[config.mk]
export PLATFORM = sky130hd
export DESIGN_NAME = gate_drive_fault_sequencer
export DESIGN_NICKNAME = d
export VERILOG_FILES = /design/src/hw/gate_drive_pkg.sv /design/src/hw/gate_drive_fault_sequencer.sv /design/src/hw/sense_sync.sv
export SDC_FILE = /design/constraint.sdc
export NUM_CORES = 1
export LEC_CHECK = 0
export BUFFER_PORTS_ARGS = -buffer_cell sky130_fd_sc_hd__buf_2
export CAP_MARGIN = 10
export CORE_MARGIN = 2
export CORE_UTILIZATION = 60
export DETAILED_ROUTE_END_ITERATION = 10
export GPL_TIMING_DRIVEN = 0
export PLACE_DENSITY = 0.79
export SETUP_SLACK_MARGIN = 0.5
export SLEW_MARGIN = 20
export SYNTH_ARGS = -nofsm -noshare
export SYNTH_HDL_FRONTEND = slang
export SYNTH_HIERARCHICAL = 1
export SYNTH_SLANG_ARGS = --single-unit
[constraint.sdc]
create_clock -name pclk -period 9 [get_ports pclk]
set_clock_uncertainty 0.1 [all_clocks]
set_input_delay 1.8 -clock pclk [delete_from_list [all_inputs] [get_ports pclk]]
set_output_delay 1.8 -clock pclk [all_outputs]
set_load 0.005 [all_outputs]
[src/hw/gate_drive_pkg.sv]
package gate_drive_pkg;

    // clock and timing figures
    localparam int CLK_PERIOD_NS = 10;
    localparam int CLAMP_DELAY_NS = 300;
    localparam int CLAMP_DELAY_CYCLES = (CLAMP_DELAY_NS + CLK_PERIOD_NS - 1) / CLK_PERIOD_NS;
    localparam int BLANK_TIME_NS = 1000;
    localparam int BLANK_TIME_CYCLES = (BLANK_TIME_NS + CLK_PERIOD_NS - 1) / CLK_PERIOD_NS;
    // hold time is 0.5 us per pF of timer capacitance
    localparam int HOLD_NS_PER_PF = 500;
    localparam int HOLD_CYCLES_PER_PF = HOLD_NS_PER_PF / CLK_PERIOD_NS;
    localparam int HOLD_MIN_NS = 10000;
    localparam int HOLD_MAX_NS = 500000000;

    localparam int PF_W = 20;
    localparam logic [PF_W-1:0] HOLD_MIN_PF = PF_W'(HOLD_MIN_NS / HOLD_NS_PER_PF);
    localparam logic [PF_W-1:0] HOLD_MAX_PF = PF_W'(HOLD_MAX_NS / HOLD_NS_PER_PF);

    // register map, byte addresses
    localparam int ADDR_W = 8;
    localparam logic [ADDR_W-1:0] CTRL_OFFSET = 8'h00;
    localparam logic [ADDR_W-1:0] CLAMP_DELAY_OFFSET = 8'h04;
    localparam logic [ADDR_W-1:0] BLANK_TIME_OFFSET = 8'h08;
    localparam logic [ADDR_W-1:0] FAULT_CAP_OFFSET = 8'h0c;
    localparam logic [ADDR_W-1:0] STATUS_OFFSET = 8'h10;
    localparam logic [ADDR_W-1:0] FAULT_COUNT_OFFSET = 8'h14;

    // field positions
    localparam int CTRL_JFET_BIT = 0;
    localparam int STATUS_STATE_LSB = 0;
    localparam int STATUS_FAULT_N_BIT = 3;
    localparam int STATUS_SAT_TYPE_BIT = 4;
    localparam int STATUS_UV_BIT = 5;
    localparam int STATUS_PG_BIT = 6;
    localparam int STATUS_SAT_BIT = 7;
    localparam int STATUS_PWM_BIT = 8;
    localparam int STATUS_GATE_ON_BIT = 9;

    // reset values
    localparam logic CTRL_JFET_RESET = 1'b0;
    localparam logic [PF_W-1:0] FAULT_CAP_RESET = HOLD_MIN_PF;

    typedef enum logic [2:0] {
        ST_POWERUP = 3'b000,
        ST_HOLD = 3'b001,
        ST_WAIT_CLEAR = 3'b010,
        ST_ARM = 3'b011,
        ST_RUN = 3'b100
    } seq_state_t;

    typedef struct packed {
        logic psel;
        logic penable;
        logic pwrite;
        logic [ADDR_W-1:0] paddr;
        logic [31:0] pwdata;
    } apb_req_t;

    typedef struct packed {
        logic [31:0] prdata;
        logic pready;
        logic pslverr;
    } apb_rsp_t;

endpackage

[src/hw/gate_drive_fault_sequencer.sv]
// Decided for this implementation: the APB slave port and the register offsets.
`timescale 1ns/10ps
// Functional notes
// - mosfet mode: high phase to positive supply
// - jfet mode: high phase to source reference
// - pwm rising edge asserts pull-up
// - clamp released with pull-up, same cycle
// - pwm falling edge drives pull-down low
// - clamp asserted after clamp delay
// - undervoltage clears fault flag, starts timer
// - pwm ignored during hold time
// - pull-down held active during hold time
// - undervoltage persisting after hold: wait clear
// - sample saturation after blanking; low passes
// - high saturation sample raises fault, timer
// - saturation persisting after hold: restart timer
// - no fault at hold end: resume
// - resume only on next pwm rising edge
// - undervoltage, power-good, saturation share timer
// - hold time 0.5 us per pF, bounded
// - power-up waits supplies, then hold timer
module gate_drive_fault_sequencer
    import gate_drive_pkg::*;
#(
    parameter int CNT_W = 16,
    parameter int HOLD_W = 32,
    parameter logic [PF_W-1:0] FAULT_CAP_RESET_PF = FAULT_CAP_RESET
) (
    input wire logic pclk,
    input wire logic presetn,
    input wire apb_req_t apb_req,
    output apb_rsp_t apb_rsp,
    input wire logic pwm_in,
    input wire logic undervoltage_lockout,
    input wire logic power_good,
    input wire logic saturation_sense_input,
    output logic pull_up_output,
    output logic pull_down_output_n,
    output logic miller_clamp_drive,
    output logic gate_high_to_source_ref,
    output logic fault_n
);

    localparam logic [CNT_W-1:0] CLAMP_RESET = CNT_W'(CLAMP_DELAY_CYCLES);
    localparam logic [CNT_W-1:0] BLANK_RESET = CNT_W'(BLANK_TIME_CYCLES);
    localparam logic [HOLD_W-1:0] HOLD_PER_PF = HOLD_W'(HOLD_CYCLES_PER_PF);

    if (CNT_W < 8 || CNT_W > 32) begin : g_cnt_check
        $error("CNT_W must lie between 8 and 32");
    end
    if (HOLD_W < 26 || HOLD_W > 32) begin : g_hold_check
        $error("HOLD_W must lie between 26 and 32 to hold 500 ms");
    end
    if (FAULT_CAP_RESET_PF < HOLD_MIN_PF || FAULT_CAP_RESET_PF > HOLD_MAX_PF) begin : g_pf_check
        $error("FAULT_CAP_RESET_PF outside the supported hold range");
    end
    // reset delay counts must fit the counters they load
    if (64'(CLAMP_DELAY_CYCLES) >= (64'd1 << CNT_W)
            || 64'(BLANK_TIME_CYCLES) >= (64'd1 << CNT_W)) begin : g_reset_fit
        $error("delay reset counts do not fit CNT_W");
    end

    typedef struct packed {
        seq_state_t fsm;
        logic fault_sat;
        logic pwm_prev;
        logic gate_on;
        logic blank_run;
        logic [CNT_W-1:0] blank_cnt;
        logic [CNT_W-1:0] clamp_cnt;
        logic [HOLD_W-1:0] hold_cnt;
        logic [HOLD_W-1:0] hold_limit;
        logic jfet_mode;
        logic [CNT_W-1:0] clamp_cycles;
        logic [CNT_W-1:0] blank_cycles;
        logic [PF_W-1:0] fault_cap_pf;
        logic [15:0] fault_count;
        logic pull_up;
        logic pull_down_n;
        logic clamp;
        logic src_ref;
        logic fault_n;
        apb_rsp_t rsp;
    } seq_t;

    seq_t q;
    seq_t d;

    logic [3:0] sense_raw;
    logic [3:0] sense_s;
    logic pwm_s;
    logic uv_s;
    logic pg_s;
    logic sat_s;

    assign sense_raw = {saturation_sense_input, power_good, undervoltage_lockout, pwm_in};

    sense_sync #(
        .WIDTH(4)
    ) u_sense_sync (
        .clk(pclk),
        .rst_n(presetn),
        .async_in(sense_raw),
        .sync_out(sense_s)
    );

    assign pwm_s = sense_s[0];
    assign uv_s = sense_s[1];
    assign pg_s = sense_s[2];
    assign sat_s = sense_s[3];

    logic rise;
    logic fall;
    logic supply_bad;
    logic hold_done;
    logic [HOLD_W-1:0] hold_cycles;
    logic setup_phase;
    logic wr_en;
    logic [31:0] status_word;
    logic [PF_W-1:0] pf_in;

    always_comb begin
        d = q;
        rise = pwm_s & ~q.pwm_prev;
        fall = ~pwm_s & q.pwm_prev;
        // any supply problem counts as the undervoltage class of fault
        supply_bad = uv_s | ~pg_s;
        hold_cycles = HOLD_W'(q.fault_cap_pf) * HOLD_PER_PF;
        // limit frozen for the whole hold so a rewrite cannot shorten or wrap it
        hold_done = (q.hold_cnt >= q.hold_limit - HOLD_W'(1));
        setup_phase = apb_req.psel & ~apb_req.penable;
        wr_en = apb_req.psel & apb_req.penable & q.rsp.pready & apb_req.pwrite;
        pf_in = apb_req.pwdata[PF_W-1:0];
        status_word = '0;
        status_word[STATUS_STATE_LSB +: 3] = q.fsm;
        status_word[STATUS_FAULT_N_BIT] = q.fault_n;
        status_word[STATUS_SAT_TYPE_BIT] = q.fault_sat;
        status_word[STATUS_UV_BIT] = uv_s;
        status_word[STATUS_PG_BIT] = pg_s;
        status_word[STATUS_SAT_BIT] = sat_s;
        status_word[STATUS_PWM_BIT] = pwm_s;
        status_word[STATUS_GATE_ON_BIT] = q.gate_on;

        d.pwm_prev = pwm_s;
        if (q.fsm != ST_HOLD || hold_done) begin
            d.hold_limit = hold_cycles;
        end

        // apb: zero-wait answer, ready in the access phase
        d.rsp.pready = setup_phase;
        d.rsp.pslverr = 1'b0;
        d.rsp.prdata = '0;
        if (setup_phase) begin
            case (apb_req.paddr)
                CTRL_OFFSET: begin
                    d.rsp.prdata[CTRL_JFET_BIT] = q.jfet_mode;
                end
                CLAMP_DELAY_OFFSET: begin
                    d.rsp.prdata[CNT_W-1:0] = q.clamp_cycles;
                end
                BLANK_TIME_OFFSET: begin
                    d.rsp.prdata[CNT_W-1:0] = q.blank_cycles;
                end
                FAULT_CAP_OFFSET: begin
                    d.rsp.prdata[PF_W-1:0] = q.fault_cap_pf;
                end
                STATUS_OFFSET: begin
                    d.rsp.prdata = status_word;
                end
                FAULT_COUNT_OFFSET: begin
                    d.rsp.prdata[15:0] = q.fault_count;
                end
                default: begin
                    d.rsp.pslverr = 1'b1;
                end
            endcase
        end
        if (wr_en) begin
            case (apb_req.paddr)
                CTRL_OFFSET: begin
                    d.jfet_mode = apb_req.pwdata[CTRL_JFET_BIT];
                end
                CLAMP_DELAY_OFFSET: begin
                    d.clamp_cycles = apb_req.pwdata[CNT_W-1:0];
                end
                BLANK_TIME_OFFSET: begin
                    d.blank_cycles = apb_req.pwdata[CNT_W-1:0];
                end
                FAULT_CAP_OFFSET: begin
                    // clamp to the supported 10 us .. 500 ms range
                    if (pf_in < HOLD_MIN_PF) begin
                        d.fault_cap_pf = HOLD_MIN_PF;
                    end else if (pf_in > HOLD_MAX_PF) begin
                        d.fault_cap_pf = HOLD_MAX_PF;
                    end else begin
                        d.fault_cap_pf = pf_in;
                    end
                end
                default: begin
                end
            endcase
        end

        // sequencer
        case (q.fsm)
            ST_POWERUP: begin
                d.gate_on = 1'b0;
                if (!supply_bad) begin
                    d.fsm = ST_HOLD;
                    d.hold_cnt = '0;
                    d.fault_sat = 1'b0;
                end
            end
            ST_HOLD: begin
                // pwm edges are not looked at here
                d.gate_on = 1'b0;
                d.hold_cnt = q.hold_cnt + HOLD_W'(1);
                if (supply_bad) begin
                    d.fault_sat = 1'b0;
                end
                if (hold_done) begin
                    d.hold_cnt = '0;
                    if (supply_bad) begin
                        d.fsm = ST_WAIT_CLEAR;
                    end else if (q.fault_sat && sat_s) begin
                        d.fsm = ST_HOLD;
                    end else begin
                        d.fsm = ST_ARM;
                    end
                end
            end
            ST_WAIT_CLEAR: begin
                d.gate_on = 1'b0;
                if (!supply_bad) begin
                    d.fsm = ST_ARM;
                end
            end
            ST_ARM: begin
                d.gate_on = 1'b0;
                if (supply_bad) begin
                    d.fsm = ST_HOLD;
                    d.hold_cnt = '0;
                    d.fault_sat = 1'b0;
                    d.fault_count = q.fault_count + 16'h0001;
                end else if (rise) begin
                    // a pwm already high when arming is skipped
                    d.fsm = ST_RUN;
                    d.gate_on = 1'b1;
                    d.blank_run = 1'b1;
                    d.blank_cnt = q.blank_cycles;
                end
            end
            ST_RUN: begin
                if (supply_bad) begin
                    d.fsm = ST_HOLD;
                    d.hold_cnt = '0;
                    d.fault_sat = 1'b0;
                    d.gate_on = 1'b0;
                    d.blank_run = 1'b0;
                    d.fault_count = q.fault_count + 16'h0001;
                end else if (rise) begin
                    d.gate_on = 1'b1;
                    d.blank_run = 1'b1;
                    d.blank_cnt = q.blank_cycles;
                end else if (fall) begin
                    d.gate_on = 1'b0;
                    d.blank_run = 1'b0;
                end else if (q.blank_run) begin
                    if (q.blank_cnt == '0) begin
                        d.blank_run = 1'b0;
                        if (sat_s) begin
                            d.fsm = ST_HOLD;
                            d.hold_cnt = '0;
                            d.fault_sat = 1'b1;
                            d.gate_on = 1'b0;
                            d.fault_count = q.fault_count + 16'h0001;
                        end
                    end else begin
                        d.blank_cnt = q.blank_cnt - CNT_W'(1);
                    end
                end
            end
            default: begin
                d.fsm = ST_POWERUP;
                d.gate_on = 1'b0;
            end
        endcase

        if (d.fsm != ST_RUN) begin
            d.blank_run = 1'b0;
        end

        // clamp engages only after the gate has been low for the delay
        if (d.gate_on) begin
            d.clamp = 1'b0;
            d.clamp_cnt = q.clamp_cycles;
        end else if (q.clamp_cnt == '0) begin
            d.clamp = 1'b1;
        end else begin
            d.clamp_cnt = q.clamp_cnt - CNT_W'(1);
        end

        // both stages come from one bit, so they never overlap
        d.pull_up = d.gate_on;
        d.pull_down_n = d.gate_on;
        d.src_ref = q.jfet_mode;
        d.fault_n = (d.fsm == ST_ARM) || (d.fsm == ST_RUN);
    end

    always_ff @(posedge pclk or negedge presetn) begin
        if (!presetn) begin
            q <= '0;
            q.fsm <= ST_POWERUP;
            q.jfet_mode <= CTRL_JFET_RESET;
            q.clamp_cycles <= CLAMP_RESET;
            q.blank_cycles <= BLANK_RESET;
            q.fault_cap_pf <= FAULT_CAP_RESET_PF;
            q.clamp <= 1'b1;
        end else begin
            q <= d;
        end
    end

    assign apb_rsp = q.rsp;
    assign pull_up_output = q.pull_up;
    assign pull_down_output_n = q.pull_down_n;
    assign miller_clamp_drive = q.clamp;
    assign gate_high_to_source_ref = q.src_ref;
    assign fault_n = q.fault_n;

endmodule

[src/hw/sense_sync.sv]
`timescale 1ns/10ps
// three-stage input synchroniser; a change is accepted once stages two and three agree
module sense_sync #(
    parameter int WIDTH = 1
) (
    input wire logic clk,
    input wire logic rst_n,
    input wire logic [WIDTH-1:0] async_in,
    output logic [WIDTH-1:0] sync_out
);

    typedef struct packed {
        logic [WIDTH-1:0] s1;
        logic [WIDTH-1:0] s2;
        logic [WIDTH-1:0] s3;
        logic [WIDTH-1:0] out;
    } sync_state_t;

    sync_state_t q;
    sync_state_t d;

    if (WIDTH < 1) begin : g_width_check
        $error("sense_sync needs WIDTH of at least 1");
    end

    always_comb begin
        d = q;
        d.s1 = async_in;
        d.s2 = q.s1;
        d.s3 = q.s2;
        for (int i = 0; i < WIDTH; i++) begin
            if (q.s2[i] == q.s3[i]) begin
                d.out[i] = q.s3[i];
            end
        end
    end

    always_ff @(posedge clk or negedge rst_n) begin
        if (!rst_n) begin
            q <= '0;
        end else begin
            q <= d;
        end
    end

    assign sync_out = q.out;

endmodule

[Word-level counts from Yosys, hierarchy flattened]
Cells that the tools add are included.
Storage, ports and cells
  ROM bits: 0
  memory bits (writable): 0
  word-level logic and storage cells: 164
  flip-flop bits (word level): 218
  memories: 0
  output and inout port bits: 39
  input port bits: 49
  bits in latches: 0
Cells by class
  multiply operators: 1
  $lt $le $gt $ge: 3
  muxes and demuxes: 60
  bitwise operators: 11
  reduce and logical (&&, ||, !) cells: 23
  shift-type cells: 0
  eq/ne operators: 34
  div/mod/pow operators: 0
  $add $sub $neg: 5
Operators with widths (number)
  2-to-1 mux 32 bit: 9
  2-to-1 mux 16 bit: 12
  one-hot mux 32 bit (4 select lines): 1
  one-hot mux 15 bit (5 select lines): 1
  2-to-1 mux 18 bit: 4
  2-to-1 mux 20 bit: 3
  one-hot mux 17 bit (2 select lines): 1
  adder 32 x 1 -> 32 bit, second input constant: 1
  >= comparator 32 bit: 1
  logical NOT 16 bit: 2
  2-to-1 mux 4 bit: 8
  one-hot mux 16 bit (2 select lines): 1
  subtractor 16 x 1 -> 16 bit, second input constant: 2
  inequality test 3 bit, second input constant: 10
  subtractor 26 x 1 -> 27 bit, second input constant: 1
  multiplier 20 x 5 -> 25 bit, second input constant: 1
  greater-than comparator 20 bit, second input constant: 1
  less-than comparator 20 x 5 -> 1 bit, second input constant: 1
  adder 16 x 1 -> 16 bit, second input constant: 1
  == test 8 x 4 -> 1 bit, second input constant: 2
  == test 8 x 5 -> 1 bit, second input constant: 2
  AND reduction 8 bit: 2
  2-to-1 mux 3 bit: 5
  one-hot mux 3 bit (5 select lines): 1
  29 further kinds: 64

[Depth between registers and ports, before layout]
  depth after elaboration: 10
  gate-level depth with buffers: 18
  depth with buffers taken out: 16

[Cells and area by module]
The synthesis kept the hierarchy.
Modules (own cells, without submodules)
  gate_drive_fault_sequencer: instances 1, seq. area each 4767.1 um2, cells each 1266, area each 12061.6 um2
  sense_sync: instances 1, seq. area each 400.4 um2, cells each 24, area each 475.5 um2

[Worst setup path after synthesis]
OpenSTA, ideal clock, no wires.
  kind: flip-flop to flip-flop
  start: register q[117] (netlist bit)
  end: register q[132] (netlist bit)
  cell stages (with the launch flop): 16
  path buffers: 2
  setup time: 0.141 ns
  setup slack: 3.609 ns
  arrival time: 5.150 ns
  data required time: 8.759 ns
  clock period less this slack: 5.391 ns
  cells stage by stage: dfrtp_1 -> or3_1 -> or3_4 -> or3_4 -> or4_4 -> or4_4 -> nand2b_4 -> or3_1 -> ha_1 -> nand4_1 -> or3_1 -> nor4_1 -> a21o_1 -> buf_1 -> clkbuf_1 -> a31oi_1
On the way
  longest elaborated chain between the ends: 3
Ends and longest elaborated chain
  start, declared: line gate_drive_fault_sequencer.sv:86  | seq_t q;
  subtractor 26 x 1 -> 27 bit: line gate_drive_fault_sequencer.sv:130  | hold_done = (q.hold_cnt >= q.hold_limit - HOLD_W'(1));
  >= comparator 32 bit: line gate_drive_fault_sequencer.sv:130
  logical OR 1 bit: line gate_drive_fault_sequencer.sv:145  | if (q.fsm != ST_HOLD || hold_done) begin
No other way between the ends.
A chain may end at the register's enable or synchronous reset.

[Worst setup path after layout]
  start: register q[117] (netlist bit)
  end: register q[147] (netlist bit)
On the way
  longest elaborated chain between the ends: 4
Ends and longest elaborated chain
  subtractor 26 x 1 -> 27 bit: line gate_drive_fault_sequencer.sv:130
  >= comparator 32 bit: line gate_drive_fault_sequencer.sv:130
  2-to-1 mux 32 bit: line gate_drive_fault_sequencer.sv:221  | if (hold_done) begin
  one-hot mux 32 bit (4 select lines): line gate_drive_fault_sequencer.sv:205  | case (q.fsm)
No other way between the ends.

==> impl_metrics.env <==
export IMPL_outcome="complete, no violations"
export IMPL_synthMuxAreaShare=0.04331
export IMPL_boundaryPins=88
export IMPL_timing_final_hold_violations=0
export IMPL_wl_met2_mm=14.32
export IMPL_post_cts_buffers=0
export IMPL_drt_wl_total_mm=29.94
export IMPL_setup_tns_ps=0
export IMPL_switching_power_w=0.0006190
export IMPL_multi_input_area_sq_um=6618
export IMPL_rsz0062_at_grt="no"
export IMPL_start_util=0.6156
export IMPL_overflow=0
export IMPL_drv_slew=0
export IMPL_hold_class="flop to flop"
export IMPL_grt_max_degree=102
export IMPL_leakagePower_nw=6.857
export IMPL_worstPathMaxFanout=10
export IMPL_r2r_cells=17
export IMPL_dp_hpwl_mm=22.83
export IMPL_syn_area_per_cell_sq_um=9.719
export IMPL_maxUsedRoutingLayer="met4"
export IMPL_synthAdderAreaFrac=0.1273
export IMPL_seqCellArea_sq_um=5167
export IMPL_r2r_setup_slack_ps=2650
export IMPL_grt_pass1_vias=9770
export IMPL_worstHoldStart="u_sense_sync/d[11]"
export IMPL_synth_simple_gate_area_frac=0.1542
export IMPL_antenna_found_initial=0
export IMPL_swShare=0.2670
export IMPL_fin_crit_sh=0.7055
export IMPL_synth_seq_cells=206
export IMPL_met1_length_mm=12.54
export IMPL_max_slew_margin=0.3114
export IMPL_antennaDiodeCount=0
export IMPL_grt_usage=0.2756
export IMPL_drc=0
export IMPL_yosysUniqueCellTypes=64
export IMPL_cts_tree="done"
export IMPL_tightestPinTransition_ps=1017
export IMPL_crit_type="flop to flop"
export IMPL_max_freq_ghz=0.1575
export IMPL_cp_start_kind="flop"
export IMPL_htree_levels=1
export IMPL_worstHoldPathCells=0
export IMPL_maxCapViolations=0
export IMPL_yosysSeqAreaShare=0.4122
export IMPL_num_rows=52
export IMPL_cts_root_buf="clkbuf_16"
export IMPL_gp_congestion=1.002
export IMPL_synth_most_common_cell="dfrtp_1"
export IMPL_clk_latency_ps=520
export IMPL_cts_made_buffers=23
export IMPL_drt_iter0_markers=758
export IMPL_wl_per_cell_um=17.84
export IMPL_synth_area_leaders="dfrtp_1, ha_1, mux2_2"
export IMPL_async_flop_share=1.000
export IMPL_synth_xor_area_share=0.05729
export IMPL_r2r_end="q[147]"
export IMPL_setup_slack_ps=2651
export IMPL_coreArea_sq_um=20360
export IMPL_port_buffers=63
export IMPL_synth_edf_count=0
export IMPL_netlist_instances=1290
export IMPL_nets=1555
export IMPL_grt_pass1_wl_mm=48.94
export IMPL_pwr_share_clk=0.411
export IMPL_clockBufferDepth=3
export IMPL_drive_above_1_share=0.1555
export IMPL_synth_top_area_frac=0.3912
export IMPL_critPathCaptureType="flop"
export IMPL_synth_top_flop_cell="dfrtp_1"
export IMPL_areaGrowthSynthToFinish_pct=12.21
export IMPL_clk_pin_slew_ps=60
export IMPL_netlist_area_sq_um=12540
export IMPL_critPathRequiredTime_ps=9310
export IMPL_vias=9920
export IMPL_fp_dieW_um=148.6
export IMPL_yosys_area_top_type="dfrtp_1"
export IMPL_min_to="u_sense_sync/d[7]"
export IMPL_finalCriticalPeriod_ps=6349
export IMPL_place_ws_ps=2709
export IMPL_ir_drop_v=0.0001653
export IMPL_ys_warn_count=6
export IMPL_p_int_w=0.001699
export IMPL_die_y_um=148.6
export IMPL_seqPwrFrac=0.447
export IMPL_hold_buffers=0
export IMPL_ys_top_cells_by_count="dfrtp_1, ha_1, nor2_1, inv_1, nand2_1"
export IMPL_rr_startpoint="q[117]"
export IMPL_finalSetupViolCount=0
export IMPL_synth_top_family_by_area="simple AND/OR/NAND/NOR gates"
export IMPL_synth_compound_area_frac=0.1421
export IMPL_routed_via_density=5.912
export IMPL_totalPowerFinal_w=0.002318
export IMPL_pwr_share_comb=0.142
export IMPL_cp_arrival_ps=6660
export IMPL_nFillCells=1541
export IMPL_ctsResizeCount=0
export IMPL_wl_met3_mm=1.637
export IMPL_die_area_sq_um=22070
export IMPL_cts_sinks=206
export IMPL_utilization=0.6908
export IMPL_drtPass1Iterations=7
export IMPL_drtAntennaViolNets=0
export IMPL_power_density_nw_per_um2=164.8
[worst max path at each step]
stage                       start  endpoint
after detailed placement   q[117]    q[147]
after floorplan            q[117]    q[132]
after global routing       q[117]    q[129]
after global placement    presetn    q[177]
after CTS                  q[117]    q[132]
final                      q[117]    q[147]
[power groups by stage]
stage	registers (W)	logic, W	clock network [W]
floorplan	0.00104	0.000241	0
global placement	0.00105	0.000310	0
CTS	0.00103	0.000331	0.000966
global route	0.00104	0.000381	0.00100
detailed placement	0.00105	0.000328	0
finish	0.00104	0.000329	0.000953
[flip-flops by register name, indices dropped and copies added (netlist names)]
register / count
q: 163
apb_rsp: 22
u_sense_sync/d: 8
u_sense_sync/q: 4
u_sense_sync/sync_out: 4
d: 1
fault_n: 1
gate_high_to_source_ref: 1
miller_clamp_drive: 1
pull_down_output_n: 1
[cells by family after synthesis]
kind of cell / count (synthesis)
AOI/OAI and AO/OA: 280
xor gates and xnor gates: 82
adders and majority gates: 119
buffers and inverters: 172
DFF: 206
muxes: 49
other: 1
and+or+nand+nor: 381
[routing by layer]
metal / track usage / up-vias
li1: - / 4722
met1: 0.3595 / 4758
met2: 0.4678 / 366
met3: 0.03160 / 74
met4: 0.1195 / 0
met5: 0 / -
[cell usage in the layout (no fill, tap or decap), types with 14 or more instances in the layout]
cell and count:
clkbuf_16 23, nand2_1 86, and3_1 30, or3_1 15
nor3_1 28, mux2_2 42, buf_2 63, xor2_1 33
xnor2_1 49, ha_1 100, nand3_1 35, clkbuf_1 44
nor2_1 93, inv_1 92, a22o_1 15, a21oi_1 78
o21a_1 14, fa_1 15, o21ai_0 84, nor4_1 16
a22oi_1 20, dfrtp_1 196, buf_4 39, nand4_1 14
[through the flow]
step | instances | hold slack (ps) | instance area (sq um)
2_1_floorplan | 1301 | 231.2 | 12580
3_3_place_gp | 1634 | 234.5 | 13230
3_5_place_dp | 1636 | 237.1 | 13300
4_1_cts | 1678 | 249.6 | 14070
5_1_grt | 1678 | 249.6 | 14070
6_report | 1678 | 247.7 | 14070
[final cells by class]
type	count	share of cell area
Tap cell	270	0.02402
Timing Repair Buffer	65	0.02704
Inverter	92	0.02455
Clock inverter	8	0.008094
Multi-Input combinational cell	923	0.4704
Buffer	80	0.03184
Clock buffer	34	0.04670
Sequential cell	206	0.3673
[critical path, stage by stage, from the launching register on]
cell,delay (ps)
dfrtp_1,410
or3_1,400
or3_4,350
or3_4,350
or4_4,510
or4_4,440
nand2b_4,160
or3_1,430
ha_1,350
a21oi_1,170
o21a_1,160
o21ai_0,150
or4b_2,730
a21oi_1,250
clkbuf_1,510
clkbuf_1,490
nand3_1,140
o21ai_0,140
No activity file was read; power rests on OpenSTA's default activity.
